$ cat config.mk
export PLATFORM = sky130hd
export DESIGN_NAME = tmr_top
export DESIGN_NICKNAME = d
export VERILOG_FILES = /design/src/core/tmr_pkg.sv /design/src/core/tmr_sync.sv /design/src/core/tmr_out_shaper.sv /design/src/core/tmr_top.sv
export SDC_FILE = /design/constraint.sdc
export NUM_CORES = 1
export LEC_CHECK = 0
export BUFFER_PORTS_ARGS = -buffer_cell sky130_fd_sc_hd__buf_2
export CAP_MARGIN = 20
export CORE_ASPECT_RATIO = 0.5
export CORE_MARGIN = 2
export CORE_UTILIZATION = 40
export CTS_CLUSTER_DIAMETER = 150
export DETAILED_ROUTE_END_ITERATION = 8
export GPL_TIMING_DRIVEN = 0
export PLACE_DENSITY = 0.58
export SLEW_MARGIN = 20
export SYNTH_ARGS = -nofsm -noshare
export SYNTH_HDL_FRONTEND = slang
export SYNTH_SLANG_ARGS = --single-unit
export TNS_END_PERCENT = 1
$ cat constraint.sdc
create_clock -name clock -period 3.7 [get_ports clock]
set_input_delay 0.925 -clock clock [delete_from_list [all_inputs] [get_ports clock]]
set_output_delay 0.925 -clock clock [all_outputs]
set_load 0.01 [all_outputs]
$ cat src/core/tmr_pkg.sv
// package of constants and types for the timer output and global control
package tmr_pkg;

	// ****************************************************
	// register map and bus
	// ****************************************************
	localparam int ADDR_W = 8;
	localparam int DATA_W = 32;
	localparam logic [7:0] OFS_CNT_LO = 8'h10;
	localparam logic [7:0] OFS_CNT_HI = 8'h14;
	localparam logic [7:0] OFS_PRD_LO = 8'h18;
	localparam logic [7:0] OFS_PRD_HI = 8'h1C;
	localparam logic [7:0] OFS_CTL = 8'h20;
	localparam logic [7:0] OFS_GCTL = 8'h24;

	// ****************************************************
	// timer_control field positions
	// ****************************************************
	localparam int CTL_STAT = 0;
	localparam int CTL_OINV = 1;
	localparam int CTL_IINV = 2;
	localparam int CTL_CP = 3;
	localparam int CTL_PWID = 4;
	localparam int CTL_ENA_LO = 6;
	localparam int CTL_CLK_SRC = 8;
	localparam int CTL_ENA_HI = 22;

	// ****************************************************
	// timer_global_control field positions
	// ****************************************************
	localparam int GCTL_RUN_LO = 0;
	localparam int GCTL_RUN_HI = 1;
	localparam int GCTL_MODE = 2;
	localparam int GCTL_PLUS = 4;
	localparam int GCTL_PLIM = 8;
	localparam int GCTL_PCNT = 12;

	// ****************************************************
	// encodings and reset values
	// ****************************************************
	localparam logic [1:0] MODE_GP64 = 2'h0;
	localparam logic [1:0] MODE_DUAL_UNCH = 2'h1;
	localparam logic [1:0] MODE_WDOG = 2'h2;
	localparam logic [1:0] MODE_DUAL_CHAIN = 2'h3;
	localparam logic [1:0] ENA_OFF = 2'h0;
	localparam logic [1:0] ENA_ONCE = 2'h1;
	localparam logic [1:0] ENA_CONT = 2'h2;
	localparam logic [1:0] ENA_RELOAD = 2'h3;
	localparam logic [31:0] RST_WORD = 32'h0000_0000;
	localparam logic [3:0] RST_NIB = 4'h0;
	localparam logic [1:0] RST_PAIR = 2'h0;

	// register bus request from software
	typedef struct packed {
		logic [ADDR_W-1:0] addr;
		logic [DATA_W-1:0] wdata;
		logic wr;
		logic rd;
	} tmr_bus_s;

	// settings that shape the output waveform
	typedef struct packed {
		logic clockMode;
		logic outInvert;
		logic [1:0] pulseWidth;
	} tmr_shape_s;

endpackage : tmr_pkg

$ cat src/core/tmr_sync.sv
// two flip-flop synchroniser for a pin input
`timescale 1ns/1ps
`default_nettype none
module tmr_sync (
	input wire logic clock,
	input wire logic resetn,
	input wire logic pinIn,
	output logic syncOut
);
	import tmr_pkg::*;

	logic meta_q;
	logic meta_d;
	logic sync_q;
	logic sync_d;

	// first stage feeds only the second stage
	always_comb
	begin
		meta_d = pinIn;
		sync_d = meta_q;
	end

	always_ff @(posedge clock)
	begin
		if (!resetn)
		begin
			meta_q <= 1'b0;
			sync_q <= 1'b0;
		end
		else
		begin
			meta_q <= meta_d;
			sync_q <= sync_d;
		end
	end

	assign syncOut = sync_q;

endmodule : tmr_sync
`default_nettype wire

$ cat src/core/tmr_out_shaper.sv
// output waveform shaper: pulse or clock mode, then polarity
`timescale 1ns/1ps
`default_nettype none
module tmr_out_shaper (
	input wire logic clock,
	input wire logic resetn,
	input wire tmr_pkg::tmr_shape_s shape,
	input wire logic hitEvt,
	input wire logic zeroEvt,
	output logic status,
	output logic pinOut
);
	import tmr_pkg::*;

	typedef enum logic [1:0] {SH_IDLE, SH_PULSE, SH_CLOCK} tmr_shape_e;

	tmr_shape_e state_q;
	tmr_shape_e state_d;
	logic [1:0] left_q;
	logic [1:0] left_d;
	logic stat_q;
	logic stat_d;
	logic pin_q;
	logic pin_d;

	// next state of the waveform; pulse holds pwid+1 cycles
	always_comb
	begin
		state_d = state_q;
		left_d = left_q;
		stat_d = stat_q;
		case (state_q)
			SH_IDLE:
			begin
				stat_d = 1'b0;
				if (shape.clockMode)
					state_d = SH_CLOCK;
				else if (hitEvt)
				begin
					state_d = SH_PULSE;
					stat_d = 1'b1;
					left_d = shape.pulseWidth;
				end
			end
			SH_PULSE:
			begin
				if (left_q == 2'h0)
				begin
					state_d = SH_IDLE;
					stat_d = 1'b0;
				end
				else
					left_d = left_q - 2'h1;
			end
			SH_CLOCK:
			begin
				if (!shape.clockMode)
				begin
					state_d = SH_IDLE;
					stat_d = 1'b0;
				end
				else if (zeroEvt)
					stat_d = !stat_q;
			end
			default:
			begin
				state_d = SH_IDLE;
				stat_d = 1'b0;
			end
		endcase
		// polarity applied after shaping so status stays true
		pin_d = stat_q ^ shape.outInvert;
	end

	always_ff @(posedge clock)
	begin
		if (!resetn)
		begin
			state_q <= SH_IDLE;
			left_q <= RST_PAIR;
			stat_q <= 1'b0;
			pin_q <= 1'b0;
		end
		else
		begin
			state_q <= state_d;
			left_q <= left_d;
			stat_q <= stat_d;
			pin_q <= pin_d;
		end
	end

	assign status = stat_q;
	assign pinOut = pin_q;

	logic [2:0] runLen_q;
	always_ff @(posedge clock)
	begin
		if (!resetn)
			runLen_q <= 3'h0;
		else if (state_q == SH_PULSE)
			runLen_q <= runLen_q + 3'h1;
		else
			runLen_q <= 3'h0;
	end
endmodule : tmr_out_shaper
`default_nettype wire

$ cat src/core/tmr_top.sv
// timer core: counters, prescaler, global control and register port
// Summary of operation
// - pulse mode: output goes active after counter reaches period
// - clock mode: output toggles each time the counter reaches zero
// - input invert acts only with external clock source selected
// - output invert flips the pin level; clear leaves it uninverted
// - status bit drives the timer output pin
// - upper prescale count steps every clock while upper half enabled in dual unchained mode
// - upper counter steps the cycle after prescale count hits limit
// - one-shot upper half stops when counter equals period
// - continuous upper half returns to zero after matching period
// - extended features usable only with the feature enable set
// - mode zero runs both halves as one 64-bit timer
// - mode field and both run bits live in global control
// - modes 1, 2, 3: dual unchained, watchdog, dual chained
// - run bit low holds a half in reset; locked while watchdog active
// - pulse stays active one to four clocks per width field
//
// Our own choices: the plain strobed port and the placing of the registers.
`timescale 1ns/1ps
`default_nettype none
module tmr_top (
	input wire logic clock,
	input wire logic resetn,
	input wire tmr_pkg::tmr_bus_s busReq,
	output logic [31:0] rdData,
	input wire logic timerInPinLo,
	output logic timerOutPinLo
);
	import tmr_pkg::*;

	// wide modes chain both halves into one 64-bit count
	function automatic logic isWide(input logic [1:0] m);
		isWide = (m == MODE_GP64) || (m == MODE_WDOG);
	endfunction : isWide

	function automatic logic wrAt(input tmr_bus_s b, input logic [7:0] a);
		wrAt = b.wr && (b.addr == a);
	endfunction : wrAt

	// ****************************************************
	// configuration registers
	// ****************************************************
	logic outInv_q, outInv_d, inInv_q, inInv_d, cpSel_q, cpSel_d;
	logic clock_source_select_q, clock_source_select_d, runLo_q, runLo_d, runHi_q, runHi_d;
	logic extended_features_enable_q, extended_features_enable_d;
	logic [1:0] pwid_q, pwid_d, enaLo_q, enaLo_d, enaHi_q, enaHi_d;
	logic [1:0] mode_q, mode_d;
	logic [3:0] psc_q, psc_d;
	logic [31:0] prdLo_q, prdLo_d, prdHi_q, prdHi_d;
	logic wdogActive;

	// watchdog active freezes the run bits against writes
	always_comb
	begin
		outInv_d = outInv_q;
		inInv_d = inInv_q;
		cpSel_d = cpSel_q;
		pwid_d = pwid_q;
		enaLo_d = enaLo_q;
		clock_source_select_d = clock_source_select_q;
		enaHi_d = enaHi_q;
		runLo_d = runLo_q;
		runHi_d = runHi_q;
		mode_d = mode_q;
		extended_features_enable_d = extended_features_enable_q;
		psc_d = psc_q;
		prdLo_d = prdLo_q;
		prdHi_d = prdHi_q;
		wdogActive = (mode_q == MODE_WDOG) && runLo_q && runHi_q;
		if (wrAt(busReq, OFS_CTL))
		begin
			outInv_d = busReq.wdata[CTL_OINV];
			inInv_d = busReq.wdata[CTL_IINV];
			cpSel_d = busReq.wdata[CTL_CP];
			pwid_d = busReq.wdata[CTL_PWID +: 2];
			enaLo_d = busReq.wdata[CTL_ENA_LO +: 2];
			clock_source_select_d = busReq.wdata[CTL_CLK_SRC];
			enaHi_d = busReq.wdata[CTL_ENA_HI +: 2];
		end
		if (wrAt(busReq, OFS_GCTL))
		begin
			mode_d = busReq.wdata[GCTL_MODE +: 2];
			extended_features_enable_d = busReq.wdata[GCTL_PLUS];
			psc_d = busReq.wdata[GCTL_PLIM +: 4];
			if (!wdogActive)
			begin
				runLo_d = busReq.wdata[GCTL_RUN_LO];
				runHi_d = busReq.wdata[GCTL_RUN_HI];
			end
		end
		if (wrAt(busReq, OFS_PRD_LO))
			prdLo_d = busReq.wdata;
		if (wrAt(busReq, OFS_PRD_HI))
			prdHi_d = busReq.wdata;
	end

	always_ff @(posedge clock)
	begin
		if (!resetn)
		begin
			outInv_q <= 1'b0;
			inInv_q <= 1'b0;
			cpSel_q <= 1'b0;
			pwid_q <= RST_PAIR;
			enaLo_q <= ENA_OFF;
			clock_source_select_q <= 1'b0;
			enaHi_q <= ENA_OFF;
			runLo_q <= 1'b0;
			runHi_q <= 1'b0;
			mode_q <= MODE_GP64;
			extended_features_enable_q <= 1'b0;
			psc_q <= RST_NIB;
			prdLo_q <= RST_WORD;
			prdHi_q <= RST_WORD;
		end
		else
		begin
			outInv_q <= outInv_d;
			inInv_q <= inInv_d;
			cpSel_q <= cpSel_d;
			pwid_q <= pwid_d;
			enaLo_q <= enaLo_d;
			clock_source_select_q <= clock_source_select_d;
			enaHi_q <= enaHi_d;
			runLo_q <= runLo_d;
			runHi_q <= runHi_d;
			mode_q <= mode_d;
			extended_features_enable_q <= extended_features_enable_d;
			psc_q <= psc_d;
			prdLo_q <= prdLo_d;
			prdHi_q <= prdHi_d;
		end
	end

	// ****************************************************
	// external clock input
	// ****************************************************
	logic pinSync, extLvl, extPrev_q, extPrev_d;

	tmr_sync u_sync (
		.clock(clock),
		.resetn(resetn),
		.pinIn(timerInPinLo),
		.syncOut(pinSync)
	);

	// inversion is an extended feature and needs the external source
	always_comb
	begin
		extLvl = pinSync ^ (inInv_q && clock_source_select_q && extended_features_enable_q);
		extPrev_d = extLvl;
	end

	always_ff @(posedge clock)
	begin
		if (!resetn)
			extPrev_q <= 1'b0;
		else
			extPrev_q <= extPrev_d;
	end

	// ****************************************************
	// counters and prescaler
	// ****************************************************
	logic [31:0] cntLo_q, cntLo_d, cntHi_q, cntHi_d;
	logic [3:0] tddr_q, tddr_d;
	logic hiStep_q, hiStep_d, hitEvt_q, hitEvt_d, zeroEvt_q, zeroEvt_d;
	logic wide, loSrc, loMatch, hiMatch, loTick, hiTick, pscRun;
	logic [63:0] cnt64, nxt64;

	// lower half or 64-bit count; upper half by prescale or chain
	always_comb
	begin
		wide = isWide(mode_q);
		cnt64 = {cntHi_q, cntLo_q};
		loSrc = clock_source_select_q ? (extLvl && !extPrev_q) : 1'b1;
		loMatch = wide ? (cnt64 == {prdHi_q, prdLo_q}) : (cntLo_q == prdLo_q);
		hiMatch = cntHi_q == prdHi_q;
		loTick = runLo_q && (enaLo_q != ENA_OFF) && loSrc &&
			!(enaLo_q == ENA_ONCE && loMatch) && (!wide || runHi_q);
		pscRun = runHi_q && (enaHi_q != ENA_OFF) && (mode_q == MODE_DUAL_UNCH);
		hiStep_d = pscRun && (tddr_q == psc_q);
		if (!pscRun)
			tddr_d = runHi_q ? tddr_q : RST_NIB;
		else if (tddr_q == psc_q)
			tddr_d = RST_NIB;
		else
			tddr_d = tddr_q + 4'h1;
		hiTick = !wide && runHi_q && (enaHi_q != ENA_OFF) &&
			!(enaHi_q == ENA_ONCE && hiMatch) &&
			((mode_q == MODE_DUAL_CHAIN) ? (loTick && loMatch) : hiStep_q);
		nxt64 = loMatch ? 64'h0 : cnt64 + 64'h1;
		cntLo_d = cntLo_q;
		cntHi_d = cntHi_q;
		if (wide && loTick)
			{cntHi_d, cntLo_d} = nxt64;
		if (!wide && loTick)
			cntLo_d = loMatch ? 32'h0 : cntLo_q + 32'h1;
		if (hiTick)
			cntHi_d = hiMatch ? 32'h0 : cntHi_q + 32'h1;
		if (wrAt(busReq, OFS_CNT_LO))
			cntLo_d = busReq.wdata;
		if (wrAt(busReq, OFS_CNT_HI))
			cntHi_d = busReq.wdata;
		if (!runLo_q)
			cntLo_d = 32'h0;
		if (!runHi_q)
			cntHi_d = 32'h0;
		hitEvt_d = loTick && (wide ? (nxt64 == {prdHi_q, prdLo_q}) :
			(cntLo_d == prdLo_q));
		zeroEvt_d = loTick && loMatch;
	end

	always_ff @(posedge clock)
	begin
		if (!resetn)
		begin
			cntLo_q <= RST_WORD;
			cntHi_q <= RST_WORD;
			tddr_q <= RST_NIB;
			hiStep_q <= 1'b0;
			hitEvt_q <= 1'b0;
			zeroEvt_q <= 1'b0;
		end
		else
		begin
			cntLo_q <= cntLo_d;
			cntHi_q <= cntHi_d;
			tddr_q <= tddr_d;
			hiStep_q <= hiStep_d;
			hitEvt_q <= hitEvt_d;
			zeroEvt_q <= zeroEvt_d;
		end
	end

	// ****************************************************
	// output shaping
	// ****************************************************
	tmr_shape_s shape;
	logic statBit, pinBit;

	// pulse width forced to the narrowest when extended features are off
	assign shape = '{clockMode: cpSel_q, outInvert: outInv_q,
		pulseWidth: (extended_features_enable_q ? pwid_q : RST_PAIR)};

	tmr_out_shaper u_shape (
		.clock(clock),
		.resetn(resetn),
		.shape(shape),
		.hitEvt(hitEvt_q),
		.zeroEvt(zeroEvt_q),
		.status(statBit),
		.pinOut(pinBit)
	);

	assign timerOutPinLo = pinBit;

	// ****************************************************
	// read port
	// ****************************************************
	logic [31:0] rd_q, rd_d, ctlWord, gctlWord;

	// read data appear only in the cycle after the strobe
	always_comb
	begin
		ctlWord = 32'h0;
		ctlWord[CTL_STAT] = statBit;
		ctlWord[CTL_OINV] = outInv_q;
		ctlWord[CTL_IINV] = inInv_q;
		ctlWord[CTL_CP] = cpSel_q;
		ctlWord[CTL_PWID +: 2] = pwid_q;
		ctlWord[CTL_ENA_LO +: 2] = enaLo_q;
		ctlWord[CTL_CLK_SRC] = clock_source_select_q;
		ctlWord[CTL_ENA_HI +: 2] = enaHi_q;
		gctlWord = 32'h0;
		gctlWord[GCTL_RUN_LO] = runLo_q;
		gctlWord[GCTL_RUN_HI] = runHi_q;
		gctlWord[GCTL_MODE +: 2] = mode_q;
		gctlWord[GCTL_PLUS] = extended_features_enable_q;
		gctlWord[GCTL_PLIM +: 4] = psc_q;
		gctlWord[GCTL_PCNT +: 4] = tddr_q;
		rd_d = 32'h0;
		if (busReq.rd)
		begin
			case (busReq.addr)
				OFS_CNT_LO: rd_d = cntLo_q;
				OFS_CNT_HI: rd_d = cntHi_q;
				OFS_PRD_LO: rd_d = prdLo_q;
				OFS_PRD_HI: rd_d = prdHi_q;
				OFS_CTL: rd_d = ctlWord;
				OFS_GCTL: rd_d = gctlWord;
				default: rd_d = 32'h0;
			endcase
		end
	end

	always_ff @(posedge clock)
	begin
		if (!resetn)
			rd_q <= RST_WORD;
		else
			rd_q <= rd_d;
	end

	assign rdData = rd_q;
endmodule : tmr_top
`default_nettype wire

==> metrics.yaml <==
run_status: "finished with violations"
violations: "setup timing"
area_growth_pct: 20.9
fin_crit_sh: 1.04
min_period_ps: 3850
yosys_register_bits: 195
power_leakage_nw: 5.70
gp_congestion: 1.10
powerDensity_mw_per_mm2: 274
synth_seq_area_share: 0.280
avgRoutedWirePerCell_um: 33.2
synth_edf_count: 0
clock_path_buffers: 2
slew_viol_final: 0
path_clk_slew_ps: 100
power.switching_mw: 1.47
tightest_slew_ps: 1070
reg2regPathDepth: 13
nets: 2018
cts_buffers: 17
crit_path_end_kind: "flip-flop"
cts_sinks: 195
synthCells: 1854
synth-simple-area-share: 0.268
die_w_um: 268
finClkSkew_ps: 19.6
synth_compound_area_frac: 0.244
path_max_fanout: 10
clkLatencyLatePin_ps: 500
via_count: 16897
port_buffers: 67
drtIter0Drc: 3137
grt_max_degree: 26
cts_tree: "yes"
switching_share: 0.318
hold_path_depth: 1
setup_ws_ps: -147
layout.cells.most_common: "nand2_1"
drv_cap: 0
final_cell_mix: "229 x nand2_1, 168 x a21oi_1, 145 x dfxtp_1, 138 x nor2_1, 111 x xnor2_1"
io_pins: 78
start_util: 0.405
syn-cell-area_mm2: 0.0139
rows: 48
core_area_mm2: 0.0344
grtUsageTotal: 0.440
avgSynthCellArea_um2: 7.52
clock-root-buffer: "clkbuf_16"
grt_setup_unrepaired: "true"
hold_viol_final: 0
async_reset_ff_frac: 0
holdCritPathClass: "reg2reg"
synth_fa_ha_area_frac: 0.00359
min-delay-start: "u_sync.meta_q$_SDFF_PN0_"
arrival_ps: 4250
synth_nets: 1903
power.share.combinational: 0.072
yosysWarnings: 0
slew_headroom: 0.286
holdBufCountCts: 0
yosys_most_used_dff: "dfxtp_1"
power.internal_mw: 3.15
hpwl_um: 62400
vdd_drop_max_mv: 0.200
totalWireLength_um: 81600
place_ws_ps: -1860
synthMuxAreaShare: 0.0324
setup_viol: 1
first_global_vias: 14646
viasPerCell: 6.87
ant_nets: 0
seqPwrFrac: 0.454
drc_errors: 0
drive_gt1_frac: 0.208
fmax_ghz: 0.260
critPathLaunch: "prdHi_q[27]$_SDFFE_PN0P_"
antenna_found_initial: 2
h-tree-depth: 4
startpoint_type: "flip-flop"
crit_type: "reg2reg"
synth_xor_area_frac: 0.100
grt_pass1_wl_um: 112000
r2r-start: "prdHi_q[27]$_SDFFE_PN0P_"
synth_top_family_by_area: "simple AND/OR/NAND/NOR gates"
firstDrtPassIters: 7
die_h_um: 136
required_ps: 4100
die-area_mm2: 0.0365
p_clk_frac: 0.474
whs_ps: 442
synth.distinct_cells: 92
grt-ovfl-total: 0
what timing repair did:
item / CTS / global route
setup buffers: 19 / 44
pin swaps: 15 / 40
gates resized for setup: 107 / 169
endpoints found under the setup margin: 62 / 45
path summary, 6_finish.rpt:
| check | endpoint | slack (ps) |
|---|---|---|
| worst min-delay path | u_sync.syncOut$_SDFF_PN0_ | 440 |
| worst max-delay path | hitEvt_q$_SDFF_PN0_ | -150 |
| worst max register to register | hitEvt_q$_SDFF_PN0_ | -150 |
| worst min register to register | u_sync.syncOut$_SDFF_PN0_ | 440 |
Yosys cell counts (all sizes together), types with 8 or more instances:
| master | count | area share |
|---|---|---|
| inv | 46 | 0.012 |
| o21ai | 59 | 0.022 |
| a22oi | 25 | 0.013 |
| nand3 | 55 | 0.020 |
| xor2 | 35 | 0.022 |
| o22ai | 21 | 0.0094 |
| o31ai | 8 | 0.0053 |
| or3 | 10 | 0.0045 |
| a21oi | 169 | 0.061 |
| nor2b | 24 | 0.011 |
| and3 | 25 | 0.011 |
| and2 | 17 | 0.0076 |
| dfxtp | 195 | 0.28 |
| o221ai | 13 | 0.0082 |
| nor2 | 146 | 0.040 |
| clkbuf | 127 | 0.035 |
| a222oi | 22 | 0.016 |
| mux2i | 8 | 0.0057 |
| nor4 | 40 | 0.024 |
| buf | 64 | 0.024 |
| nor3 | 62 | 0.023 |
| a221oi | 23 | 0.014 |
| nand2 | 232 | 0.063 |
| a211oi | 28 | 0.015 |
| mux4 | 14 | 0.023 |
| o211ai | 11 | 0.0059 |
| nor3b | 12 | 0.0065 |
| o311ai | 8 | 0.0050 |
| a31oi | 24 | 0.011 |
| xnor2 | 122 | 0.077 |
| o32ai | 9 | 0.0057 |
| nand2b | 11 | 0.0049 |
| o2111ai | 10 | 0.0063 |
| nand4 | 57 | 0.028 |
| and4 | 9 | 0.0057 |
critical path, stage by stage, from the launching register on:
cell and delay, ps:
dfxtp_1 520, xnor2_2 170, nand4_1 180, nor4_4 500
a21o_1 200, buf_8 190, a21oi_1 130, buf_6 190
a221o_1 310, a22oi_2 200, nand4_1 230, nor4_4 310
and4_4 290, a32o_2 310
logic make-up (layout without fill, tap and decap cells):
group           after synthesis  count (layout)
simple gates                734             734
other cells                   0               2
compound gates              498             498
buf+inv                     238             366
fa+ha+maj                     4               4
mux                          27              27
xor+xnor                    158             158
flops                       195             195
power by group through the flow:
stage	registers [mW]	logic [mW]	clock network, mW
finish	2.10	0.334	2.19
global route	2.10	0.330	2.26
CTS	2.10	0.289	2.18
detailed placement	2.15	0.281	0
global placement	2.15	0.282	0
floorplan	2.15	0.112	0
flip-flops by register name (all words and copies together) (netlist names), 4 cells and up:
register  cells
cntHi_q      32
cntLo_q      32
prdHi_q      32
prdLo_q      32
psc_q         4
rdData       32
tddr_q        4
through the flow:
step | cell area (µm²) | std cells | total power [mW] | utilization | TNS (ps)
finish | 16900 | 2459 | 4.62 | 0.490 | -147
global route | 16900 | 2457 | 4.68 | 0.490 | -136
CTS | 15900 | 2416 | 4.57 | 0.463 | -231
detailed placement | 14900 | 2397 | 2.43 | 0.433 | -60230
global placement | 14900 | 2396 | 2.43 | 0.432 | -62500
floorplan | 13900 | 1854 | 2.26 | - | 0
routing by layer:
metal	track usage	part of all wire	up-vias
met1	0.633	0.42	8179
met2	0.590	0.38	1459
met4	0.140	0.037	2
met3	0.170	0.17	224
li1	-	-	7033
met5	0	0.00071	-
layout make-up:
cell class | instances | area, µm²
buffer | 156 | 937
fill | 3485 | 17600
inverter | 47 | 176
clock buffer | 17 | 425
clock inverter | 15 | 234
sequential | 195 | 3990
timing repair buffer | 131 | 861
multi-input combinational | 1421 | 9640
tap | 475 | 594
antenna | 2 | 5.00
Power figures use the tool's default switching activity.
